## src/sbcsup_pkg.sv

```systemverilog
`default_nettype none

package sbcsup_pkg;
    // timing base
    localparam int unsigned CLK_KHZ = 25000;
    localparam int unsigned RST_DUR_MS = 15;
    localparam int unsigned RST_DUR_CYC = RST_DUR_MS * CLK_KHZ;
    localparam int unsigned WAKE_PULSE_US = 10;
    localparam int unsigned WAKE_PULSE_CYC = (WAKE_PULSE_US * CLK_KHZ) / 1000;
    localparam int unsigned WD_BASE_MS = 10;
    localparam int unsigned WD_BASE_CYC = WD_BASE_MS * CLK_KHZ;

    // register byte offsets
    localparam logic [7:0] ADR_MODE = 8'h00;
    localparam logic [7:0] ADR_WDCFG = 8'h04;
    localparam logic [7:0] ADR_WDTRIG = 8'h08;
    localparam logic [7:0] ADR_INTEN = 8'h0C;
    localparam logic [7:0] ADR_INTFLAG = 8'h10;
    localparam logic [7:0] ADR_STATUS = 8'h14;
    localparam logic [7:0] ADR_CANCFG = 8'h18;

    // field positions
    localparam int WDCFG_WINDOW_BIT = 0;
    localparam int WDCFG_SEL_LSB = 1;
    localparam int ST_WAKE_LSB = 0;
    localparam int ST_TWARN_BIT = 4;
    localparam int ST_BLOW_BIT = 5;
    localparam int ST_VDDUV_BIT = 6;
    localparam int ST_WDFAULT_BIT = 7;
    localparam int FLG_TEMP = 0;
    localparam int FLG_BATLOW = 1;
    localparam int FLG_WAKE = 2;
    localparam int FLG_BATFAIL = 3;

    // filtered pin vector layout
    localparam int PIN_COUNT = 11;
    localparam int PIN_WAKE_LSB = 0;
    localparam int PIN_VDDUV = 4;
    localparam int PIN_TWARN = 5;
    localparam int PIN_TSHUT = 6;
    localparam int PIN_BFAIL = 7;
    localparam int PIN_BLOW = 8;
    localparam int PIN_TXD = 9;
    localparam int PIN_BUSDOM = 10;
    localparam logic [PIN_COUNT-1:0] PIN_RST = 11'h200;

    // mode request codes written to the mode register
    localparam logic [1:0] REQ_NORMAL = 2'h0;
    localparam logic [1:0] REQ_STANDBY = 2'h1;
    localparam logic [1:0] REQ_STOP = 2'h2;
    localparam logic [1:0] REQ_SLEEP = 2'h3;

    typedef enum logic [2:0] {
        MODE_RESET, MODE_NREQ, MODE_NORMAL, MODE_STANDBY, MODE_STOP, MODE_SLEEP
    } sbcsup_mode_t;

    typedef enum logic [1:0] {CAN_OFF, CAN_RXONLY, CAN_NORMAL, CAN_SPARE} sbcsup_can_t;

    // reset values
    localparam logic [3:0] INTEN_RST = 4'h0;
    localparam logic WDCFG_WINDOW_RST = 1'b0;
    localparam logic [1:0] WDCFG_SEL_RST = 2'h0;
    localparam sbcsup_can_t CANCFG_RST = CAN_OFF;
endpackage : sbcsup_pkg

`default_nettype wire

```

## src/sbcsup_pin_if.sv

```systemverilog
`default_nettype none

interface sbcsup_pin_if;
    logic [sbcsup_pkg::PIN_COUNT-1:0] raw;
    logic [sbcsup_pkg::PIN_COUNT-1:0] filt;
    modport core (output raw, input filt);
    modport filter (input raw, output filt);
endinterface : sbcsup_pin_if

`default_nettype wire

```

## src/sbcsup_pin_logic.sv

```systemverilog
// Summary of operation
// - txd low drives bus dominant, high recessive
// - rxd low on dominant bus, high recessive
// - flag temperature pre-warning above warning threshold
// - main regulator off above shutdown temperature
// - regulator undervoltage outside sleep holds reset output low
// - reset low in reset mode, else high
// - enabled pending source holds interrupt low
// - stop-mode wake gives short interrupt low pulse
// - watchdog fault output low on bad service
// - window or timeout watchdog, host configures
// - bad service asserts fault and reset together
// - battery fail recorded, battery low warns
// - wake inputs readable, changes wake sleep/stop
// - host selects operating mode by register write
// - host configures CAN interface mode
// - all timing derived from internal clock
// - inputs sampled, outputs updated on matching edges
// - reset held for reset duration after supply
//
// Register access over Wishbone and the register addresses were chosen for this implementation.
`default_nettype none

module sbcsup_pin_logic #(
    parameter int unsigned RST_DUR_CYC = sbcsup_pkg::RST_DUR_CYC,
    parameter int unsigned WD_BASE_CYC = sbcsup_pkg::WD_BASE_CYC
) (
    input wire logic ref_clk,
    input wire logic rst_n,
    input wire logic cyc_i,
    input wire logic stb_i,
    input wire logic we_i,
    input wire logic [7:0] adr_i,
    input wire logic [3:0] sel_i,
    input wire logic [31:0] dat_i,
    output logic [31:0] dat_o,
    output logic ack_o,
    input wire logic canTxd,
    input wire logic canBusDominant,
    input wire logic vddUnderVolt,
    input wire logic tempWarnHot,
    input wire logic tempShutdownHot,
    input wire logic batterySupplyFail,
    input wire logic batterySupplyLow,
    input wire logic [3:0] wakeInputs,
    output logic canDriveDominant,
    output logic canRxd,
    output logic resetOutLow,
    output logic interruptOutN,
    output logic watchdogFaultN,
    output logic mainRegEnable,
    output logic auxRegulatorDrive
);
    typedef struct packed {
        sbcsup_pkg::sbcsup_mode_t mode;
        logic [23:0] rstCnt;
        logic [23:0] wdCnt;
        logic [7:0] pulseCnt;
        logic wdWindow;
        logic [1:0] wdSel;
        logic [3:0] intEn;
        logic [3:0] flags;
        sbcsup_pkg::sbcsup_can_t canMode;
        logic [3:0] wakePrev;
        logic tempWarnPrev;
        logic wdFault;
        logic ackQ;
        logic [31:0] datQ;
        logic rstOut;
        logic intOutN;
        logic canDom;
        logic rxd;
        logic regEn;
        logic auxDrv;
    } sbcsup_core_t;

    sbcsup_core_t state_q;
    sbcsup_core_t state_d;

    sbcsup_pin_if pinBus ();

    logic [3:0] wakeF;
    logic vddUvF;
    logic tempWarnF;
    logic tempShutF;
    logic batFailF;
    logic batLowF;
    logic txdF;
    logic busDomF;
    logic wbReq;
    logic wbWr;
    logic modeWr;
    logic wdTrig;
    logic wakeEvt;
    logic wdActive;
    logic [3:0] flagSet;
    logic [3:0] flagClr;
    logic [23:0] wdPeriod;
    logic [31:0] rdData;
    sbcsup_pkg::sbcsup_mode_t reqMode;

    // every status, wake and CAN pin passes the three-stage filter; the bus inputs do not
    assign pinBus.raw[sbcsup_pkg::PIN_WAKE_LSB +: 4] = wakeInputs;
    assign pinBus.raw[sbcsup_pkg::PIN_VDDUV] = vddUnderVolt;
    assign pinBus.raw[sbcsup_pkg::PIN_TWARN] = tempWarnHot;
    assign pinBus.raw[sbcsup_pkg::PIN_TSHUT] = tempShutdownHot;
    assign pinBus.raw[sbcsup_pkg::PIN_BFAIL] = batterySupplyFail;
    assign pinBus.raw[sbcsup_pkg::PIN_BLOW] = batterySupplyLow;
    assign pinBus.raw[sbcsup_pkg::PIN_TXD] = canTxd;
    assign pinBus.raw[sbcsup_pkg::PIN_BUSDOM] = canBusDominant;

    sbcsup_pin_filter u_filter (
        .ref_clk(ref_clk),
        .rst_n(rst_n),
        .pins(pinBus)
    );

    assign wakeF = pinBus.filt[sbcsup_pkg::PIN_WAKE_LSB +: 4];
    assign vddUvF = pinBus.filt[sbcsup_pkg::PIN_VDDUV];
    assign tempWarnF = pinBus.filt[sbcsup_pkg::PIN_TWARN];
    assign tempShutF = pinBus.filt[sbcsup_pkg::PIN_TSHUT];
    assign batFailF = pinBus.filt[sbcsup_pkg::PIN_BFAIL];
    assign batLowF = pinBus.filt[sbcsup_pkg::PIN_BLOW];
    assign txdF = pinBus.filt[sbcsup_pkg::PIN_TXD];
    assign busDomF = pinBus.filt[sbcsup_pkg::PIN_BUSDOM];

    // bus strobes: writes land on the acknowledging edge
    assign wbReq = cyc_i & stb_i;
    assign wbWr = wbReq & we_i & sel_i[0] & state_q.ackQ;
    assign modeWr = wbWr && (adr_i == sbcsup_pkg::ADR_MODE);
    assign wdTrig = wbWr && (adr_i == sbcsup_pkg::ADR_WDTRIG);
    assign flagClr = (wbWr && (adr_i == sbcsup_pkg::ADR_INTFLAG)) ? dat_i[3:0] : 4'h0;

    // requested mode from the written code
    assign reqMode = (dat_i[1:0] == sbcsup_pkg::REQ_NORMAL) ? sbcsup_pkg::MODE_NORMAL :
                     (dat_i[1:0] == sbcsup_pkg::REQ_STANDBY) ? sbcsup_pkg::MODE_STANDBY :
                     (dat_i[1:0] == sbcsup_pkg::REQ_STOP) ? sbcsup_pkg::MODE_STOP :
                     sbcsup_pkg::MODE_SLEEP;

    // wake input changes count only in low-power modes
    assign wakeEvt = (wakeF != state_q.wakePrev) &&
                     (state_q.mode == sbcsup_pkg::MODE_STOP || state_q.mode == sbcsup_pkg::MODE_SLEEP);
    assign wdActive = (state_q.mode == sbcsup_pkg::MODE_NORMAL) || (state_q.mode == sbcsup_pkg::MODE_STANDBY);
    assign wdPeriod = 24'(WD_BASE_CYC) << state_q.wdSel;

    // sticky event sources
    assign flagSet[sbcsup_pkg::FLG_TEMP] = tempWarnF & ~state_q.tempWarnPrev;
    assign flagSet[sbcsup_pkg::FLG_BATLOW] = batLowF & wdActive;
    assign flagSet[sbcsup_pkg::FLG_WAKE] = wakeEvt;
    assign flagSet[sbcsup_pkg::FLG_BATFAIL] = batFailF;

    // read multiplexer
    always_comb begin
        rdData = 32'h00000000;
        case (adr_i)
            sbcsup_pkg::ADR_MODE: rdData[2:0] = state_q.mode;
            sbcsup_pkg::ADR_WDCFG: begin
                rdData[sbcsup_pkg::WDCFG_WINDOW_BIT] = state_q.wdWindow;
                rdData[sbcsup_pkg::WDCFG_SEL_LSB +: 2] = state_q.wdSel;
            end
            sbcsup_pkg::ADR_INTEN: rdData[3:0] = state_q.intEn;
            sbcsup_pkg::ADR_INTFLAG: rdData[3:0] = state_q.flags;
            sbcsup_pkg::ADR_STATUS: begin
                rdData[sbcsup_pkg::ST_WAKE_LSB +: 4] = wakeF;
                rdData[sbcsup_pkg::ST_TWARN_BIT] = tempWarnF;
                rdData[sbcsup_pkg::ST_BLOW_BIT] = batLowF;
                rdData[sbcsup_pkg::ST_VDDUV_BIT] = vddUvF;
                rdData[sbcsup_pkg::ST_WDFAULT_BIT] = state_q.wdFault;
            end
            sbcsup_pkg::ADR_CANCFG: rdData[1:0] = state_q.canMode;
            default: rdData = 32'h00000000;
        endcase
    end

    // next state of the whole block
    always_comb begin
        state_d = state_q;
        state_d.ackQ = wbReq & ~state_q.ackQ;
        if (wbReq && !state_q.ackQ) begin
            state_d.datQ = rdData;
        end
        state_d.wakePrev = wakeF;
        state_d.tempWarnPrev = tempWarnF;
        state_d.flags = (state_q.flags & ~flagClr) | flagSet; // set wins over clear
        state_d.wdCnt = 24'h000000;
        state_d.pulseCnt = (state_q.pulseCnt != 8'h00) ? state_q.pulseCnt - 8'h01 : 8'h00;

        // configuration writes
        if (wbWr) begin
            case (adr_i)
                sbcsup_pkg::ADR_WDCFG: begin
                    state_d.wdWindow = dat_i[sbcsup_pkg::WDCFG_WINDOW_BIT];
                    state_d.wdSel = dat_i[sbcsup_pkg::WDCFG_SEL_LSB +: 2];
                end
                sbcsup_pkg::ADR_INTEN: state_d.intEn = dat_i[3:0];
                sbcsup_pkg::ADR_CANCFG: state_d.canMode = sbcsup_pkg::sbcsup_can_t'(dat_i[1:0]);
                default: state_d.intEn = state_q.intEn;
            endcase
        end

        // operating mode sequencing
        case (state_q.mode)
            sbcsup_pkg::MODE_RESET: begin
                if (state_q.rstCnt == 24'(RST_DUR_CYC - 1)) begin
                    state_d.mode = sbcsup_pkg::MODE_NREQ;
                    state_d.rstCnt = 24'h000000;
                end else begin
                    state_d.rstCnt = state_q.rstCnt + 24'h000001;
                end
            end
            sbcsup_pkg::MODE_NREQ: begin
                if (modeWr && (reqMode == sbcsup_pkg::MODE_NORMAL || reqMode == sbcsup_pkg::MODE_STANDBY)) begin
                    state_d.mode = reqMode;
                end
            end
            sbcsup_pkg::MODE_NORMAL, sbcsup_pkg::MODE_STANDBY: begin
                if (modeWr) begin
                    state_d.mode = reqMode;
                end
                if (wdTrig) begin
                    if (state_q.wdWindow && (state_q.wdCnt < (wdPeriod >> 1))) begin
                        state_d.wdFault = 1'b1;
                    end else begin
                        state_d.wdFault = 1'b0;
                    end
                end else if (state_q.wdCnt >= wdPeriod - 24'h000001) begin
                    state_d.wdFault = 1'b1;
                end else begin
                    state_d.wdCnt = state_q.wdCnt + 24'h000001;
                end
                if (state_d.wdFault && (wdTrig || state_q.wdCnt >= wdPeriod - 24'h000001)) begin
                    state_d.mode = sbcsup_pkg::MODE_RESET;
                    state_d.rstCnt = 24'h000000;
                end
            end
            sbcsup_pkg::MODE_STOP: begin
                if (wakeEvt) begin
                    state_d.mode = sbcsup_pkg::MODE_NREQ;
                    state_d.pulseCnt = 8'(sbcsup_pkg::WAKE_PULSE_CYC);
                end
            end
            sbcsup_pkg::MODE_SLEEP: begin
                if (wakeEvt) begin
                    state_d.mode = sbcsup_pkg::MODE_RESET;
                    state_d.rstCnt = 24'h000000;
                end
            end
            default: state_d.mode = sbcsup_pkg::MODE_RESET;
        endcase

        // regulator undervoltage outside sleep mode forces and holds reset mode
        if (vddUvF && state_q.mode != sbcsup_pkg::MODE_SLEEP) begin
            state_d.mode = sbcsup_pkg::MODE_RESET;
            state_d.rstCnt = 24'h000000;
        end

        // pin outputs, all registered
        state_d.rstOut = (state_d.mode != sbcsup_pkg::MODE_RESET);
        state_d.intOutN = ~((|(state_d.flags & state_d.intEn)) | (state_d.pulseCnt != 8'h00));
        state_d.regEn = (state_d.mode != sbcsup_pkg::MODE_SLEEP) && !tempShutF;
        state_d.auxDrv = (state_d.mode == sbcsup_pkg::MODE_NORMAL);
        state_d.canDom = (state_d.mode == sbcsup_pkg::MODE_NORMAL) &&
                         (state_d.canMode == sbcsup_pkg::CAN_NORMAL) && !txdF;
        state_d.rxd = !((state_d.canMode != sbcsup_pkg::CAN_OFF) && busDomF);
    end

    always_ff @(posedge ref_clk or negedge rst_n) begin
        if (!rst_n) begin
            state_q <= '{mode: sbcsup_pkg::MODE_RESET, canMode: sbcsup_pkg::CANCFG_RST,
                         intEn: sbcsup_pkg::INTEN_RST, wdWindow: sbcsup_pkg::WDCFG_WINDOW_RST,
                         wdSel: sbcsup_pkg::WDCFG_SEL_RST, intOutN: 1'b1, rxd: 1'b1,
                         regEn: 1'b1, default: '0};
        end else begin
            state_q <= state_d;
        end
    end

    assign dat_o = state_q.datQ;
    assign ack_o = state_q.ackQ;
    assign resetOutLow = state_q.rstOut;
    assign interruptOutN = state_q.intOutN;
    assign watchdogFaultN = ~state_q.wdFault;
    assign mainRegEnable = state_q.regEn;
    assign auxRegulatorDrive = state_q.auxDrv;
    assign canDriveDominant = state_q.canDom;
    assign canRxd = state_q.rxd;
endmodule : sbcsup_pin_logic

`default_nettype wire

```

## src/sbcsup_pin_filter.sv

```systemverilog
`default_nettype none

module sbcsup_pin_filter (
    input wire logic ref_clk,
    input wire logic rst_n,
    sbcsup_pin_if.filter pins
);
    localparam int W = sbcsup_pkg::PIN_COUNT;

    typedef struct packed {
        logic [W-1:0] s1;
        logic [W-1:0] s2;
        logic [W-1:0] s3;
        logic [W-1:0] filt;
    } sbcsup_filt_t;

    sbcsup_filt_t state_q;
    sbcsup_filt_t state_d;
    logic [W-1:0] agreeNext;
    logic [W-1:0] agreeMask;

    // a bit moves only once stages two and three agree
    generate
        for (genvar i = 0; i < W; i++) begin : g_bit
            assign agreeMask[i] = ~(state_q.s2[i] ^ state_q.s3[i]);
            assign agreeNext[i] = agreeMask[i] ? state_q.s3[i] : state_q.filt[i];
        end
    endgenerate

    // shift chain, first stage read only by the second
    always_comb begin
        state_d = state_q;
        state_d.s1 = pins.raw;
        state_d.s2 = state_q.s1;
        state_d.s3 = state_q.s2;
        state_d.filt = agreeNext;
    end

    always_ff @(posedge ref_clk or negedge rst_n) begin
        if (!rst_n) begin
            state_q <= '{s1: sbcsup_pkg::PIN_RST, s2: sbcsup_pkg::PIN_RST,
                         s3: sbcsup_pkg::PIN_RST, filt: sbcsup_pkg::PIN_RST};
        end else begin
            state_q <= state_d;
        end
    end

    assign pins.filt = state_q.filt;
endmodule : sbcsup_pin_filter

`default_nettype wire

```

## config.mk

```make
export PLATFORM = sky130hd
export DESIGN_NAME = sbcsup_pin_logic
export DESIGN_NICKNAME = d
export VERILOG_FILES = /design/src/sbcsup_pkg.sv /design/src/sbcsup_pin_if.sv /design/src/sbcsup_pin_logic.sv /design/src/sbcsup_pin_filter.sv
export SDC_FILE = /design/constraint.sdc
export NUM_CORES = 1
export LEC_CHECK = 0
export ABC_AREA = 1
export BUFFER_PORTS_ARGS = -buffer_cell sky130_fd_sc_hd__buf_4
export CORE_MARGIN = 10
export CORE_UTILIZATION = 54
export CTS_BUF_LIST = sky130_fd_sc_hd__clkbuf_2 sky130_fd_sc_hd__clkbuf_4 sky130_fd_sc_hd__clkbuf_8
export CTS_CLUSTER_DIAMETER = 60
export CTS_CLUSTER_SIZE = 30
export DETAILED_ROUTE_END_ITERATION = 8
export PLACE_DENSITY_LB_ADDON = 0.08
export SKIP_CTS_REPAIR_TIMING = 1
export SYNTH_ARGS = -nofsm -noshare
export SYNTH_HDL_FRONTEND = slang
export SYNTH_SLANG_ARGS = --single-unit
export TNS_END_PERCENT = 5
```

## constraint.sdc

```tcl
create_clock -name ref_clk -period 2.45 [get_ports ref_clk]
set_input_delay 0.245 -clock ref_clk [delete_from_list [all_inputs] [get_ports ref_clk]]
set_output_delay 0.245 -clock ref_clk [all_outputs]
set_load 0.05 [all_outputs]
```

==> run summary <==
Status: finished, violations left
Violated checks: setup timing
# IOs: 100
Worst setup EP type: flip-flop
Number of global-route vias before repair: 5994
Number of CTS-inserted buffers: 17
Clk sinks: 137
Final Max Tran Viols: 0
Routability cong.: 0.917
Synthesized area: 7610 µm²
GRT Max-Usage Layer: met2
Chip Height: 139 µm
Synthesis warning total: 0
DRC: 0
Antenna violations before repair: 0
Leakage power: 4.41 nW
Initial DRC count: 332
Average cell area after synthesis: 8.73 µm²
Cell Rows: 43
Port buffer count: 44
#FFs+latches synth: 137
Met3 track demand over resource: 5.31%
Relative slew margins: 60.5%
Final Skew: 0.0133 ns
Hold Path Depth: 3
Area growth syn-to-layout: 20.0%
Hold EP: state_q[45]
Drt wl/cell: 14.7 µm
Vias/cell: 5.11
Antenna cells: 0
Int Power: 0.00333 W
Pre-CTS WS: -0.301 ns
Max Cap Violations: 0
Cell area power density: 516 nW/µm²
Flop pwr share: 50.8%
Crit start category: flip-flop
Fin crit share: 109%
Grt met2 use: 27.7%
Share of layout cells above drive strength 1: 24.6%
Nets: 1081
Antenna-violating nets left: 0
Hold WS: 0.0584 ns
Core Area: 13800 µm²
Hold Path Origin: dat_i[0]
Clock power frac: 40.6%
Post-Syn Instances: 872
Global Route Usage Sum: 17.7%
Switching Fraction: 29.3%
Comb power frac: 8.6%
Initial Utilization: 55.0%
Worst hold path class: in2reg
Reg2Reg Depth: 18
Grt total ovfl: 0
Worst R2R Setup Slack: -0.23 ns
Final min period: 2.68 ns
Die Area: 19200 µm²
Met1 GRT Util: 22.6%
Die width: 139 µm
Seq/Total Area, Yosys: 45.2%
Largest net degree at the start of global routing: 80
Crit Path Class: reg2reg
CP required: 2.80 ns
Via count: 5984
Worst slew pin tran: 0.587 ns
Endpoints failing setup: 37
Worst reg2reg path startpoint: state_q[55]
Final Hold Fails: 0
TritonCTS clock tree: built
Most frequent cells in the layout: 167 x nand2_1, 128 x dfrtp_1, 95 x inv_1
Switching pwr: 0.00138 W
Worst skew pair latency: 0.46 ns
Global-route wire length before repair: 28.6 mm
Unique cell type count in the Yosys netlist: 58
Drt total wl: 17.2 mm
WP data arrival: 3.03 ns
Drt pass-1 iters: 5
RSZ-0062 raised after global routing: yes
Clock-pin slew on the worst setup and hold paths: 0.09 ns
H-tree depth: 4
Hpwl dp: 12.7 mm
Setup ws final: -0.227 ns
Fmax: 0.374 GHz
CP Max Fanout: 7
Commonest non-fill, non-tap cell in the layout: nand2_1
Worst-case clock buffer depth: 2
Setup_tns: -6.02 ns
Root Buffer: clkbuf_8
Worst vdd ir: 0.465 mV
RR Endpoint: state_q[99]
## synth_stat cells (all sizes together)
library cell,count,share of area [%]
nand3,40,3.1
nor2,108,6.3
a31oi,3,0.25
nand4,18,1.8
xnor2,5,0.58
a41oi,3,0.35
maj3,11,1.4
mux2i,1,0.13
o21ai,43,3.3
dfrtp,130,43
a311oi,1,0.12
xor2,14,1.6
a21oi,31,2.3
or2,7,0.58
nor3b,2,0.26
a22oi,1,0.099
a22o,1,0.12
o31ai,4,0.39
nor4,7,0.94
nand2,189,9.9
mux2,1,0.15
o22ai,1,0.082
conb,2,0.099
a21o,1,0.099
a221oi,2,0.23
buf,38,3.9
o211ai,1,0.099
nand3b,6,0.59
o211a,3,0.39
ha,44,7.2
a211oi,7,0.76
nor3,25,1.9
clkinv,2,0.099
clkbuf,1,0.049
and3,2,0.16
dfstp,7,2.4
inv,109,5.4
o21a,1,0.099
## worst max path at each step
stage	startpoint	end	slack (ns)	cells past startpoint
6_report	state_q[55]	state_q[99]	-0.23	18
3_5_place_dp	state_q[55]	state_q[92]	-0.30	19
5_1_grt	state_q[55]	state_q[108]	-0.42	19
2_1_floorplan	state_q[55]	state_q[107]	0.0003	18
4_1_cts	state_q[55]	state_q[92]	-0.34	19
3_3_place_gp	state_q[55]	state_q[92]	-0.17	18
## worst max-delay path, cell delays in order, from the launching register on
cell,delay [ns]
dfrtp_2,0.54
inv_2,0.10
ha_2,0.21
inv_2,0.08
nor3_4,0.04
ha_1,0.32
buf_4,0.12
nand4_1,0.11
nor2_2,0.14
nand2_1,0.07
nor2_2,0.13
nor2_4,0.06
nand4_4,0.08
nand2_4,0.09
nand2_8,0.09
nand2_4,0.09
clkbuf_16,0.18
nor2_2,0.08
a21oi_2,0.03
## routing by layer
metal  wire (µm)  vias to the layer above
met5           0                        -
met4         344                        0
met3         889                       24
met2        8180                      126
met1        7840                     2827
li1            -                     3007
## area by class of cell
cell class / instances / area [µm²]
clock inverters: 15 / 173
flip-flops and latches: 137 / 3440
fillers: 1123 / 4700
clock buffers: 17 / 234
inverters: 111 / 419
well taps: 180 / 225
repair buffers: 99 / 900
multi-input cells: 611 / 3740
## per-stage QoR
stage,cell area [µm²],utilization [%],total power [W],cells
after floorplan,7700,-,0.00271,897
after global placement,8250,59.7,0.00281,1115
after detailed placement,8250,59.7,0.00282,1115
after CTS,8660,62.6,0.00474,1147
after global routing,9130,66.0,0.00491,1170
final,9130,66.0,0.00471,1170
## power groups by stage
| stage | combinational [W] | clock (W) | sequential, W |
|---|---|---|---|
| 2_1_floorplan | 0.000275 | 0 | 0.00243 |
| 3_3_place_gp | 0.000380 | 0 | 0.00243 |
| 3_5_place_dp | 0.000387 | 0 | 0.00244 |
| 4_1_cts | 0.000388 | 0.00196 | 0.00239 |
| 5_1_grt | 0.000448 | 0.00206 | 0.00240 |
| 6_report | 0.000406 | 0.00192 | 0.00239 |
## state kept, by name, summed over array words and instances (netlist names)
| name | cells |
|---|---|
| canDriveDominant | 1 |
| ack_o | 1 |
| resetOutLow | 1 |
| u_filter.state_d | 22 |
| auxRegulatorDrive | 1 |
| canRxd | 1 |
| u_filter.pins.filt | 11 |
| mainRegEnable | 1 |
| u_filter.state_q | 11 |
| interruptOutN | 1 |
| dat_o | 8 |
| state_q | 78 |
## kinds of logic after synthesis
kind of cell / after synthesis / synth area share (%)
AOI/OAI and AO/OA: 103 / 8.63
xor gates and xnor gates: 19 / 2.19
adders and majority gates: 55 / 8.68
buffers and inverters: 150 / 9.40
DFF: 137 / 45.2
muxes: 2 / 0.280
other: 2 / 0.0987
and+or+nand+nor: 404 / 25.6
(Power assumes the default switching activity.)
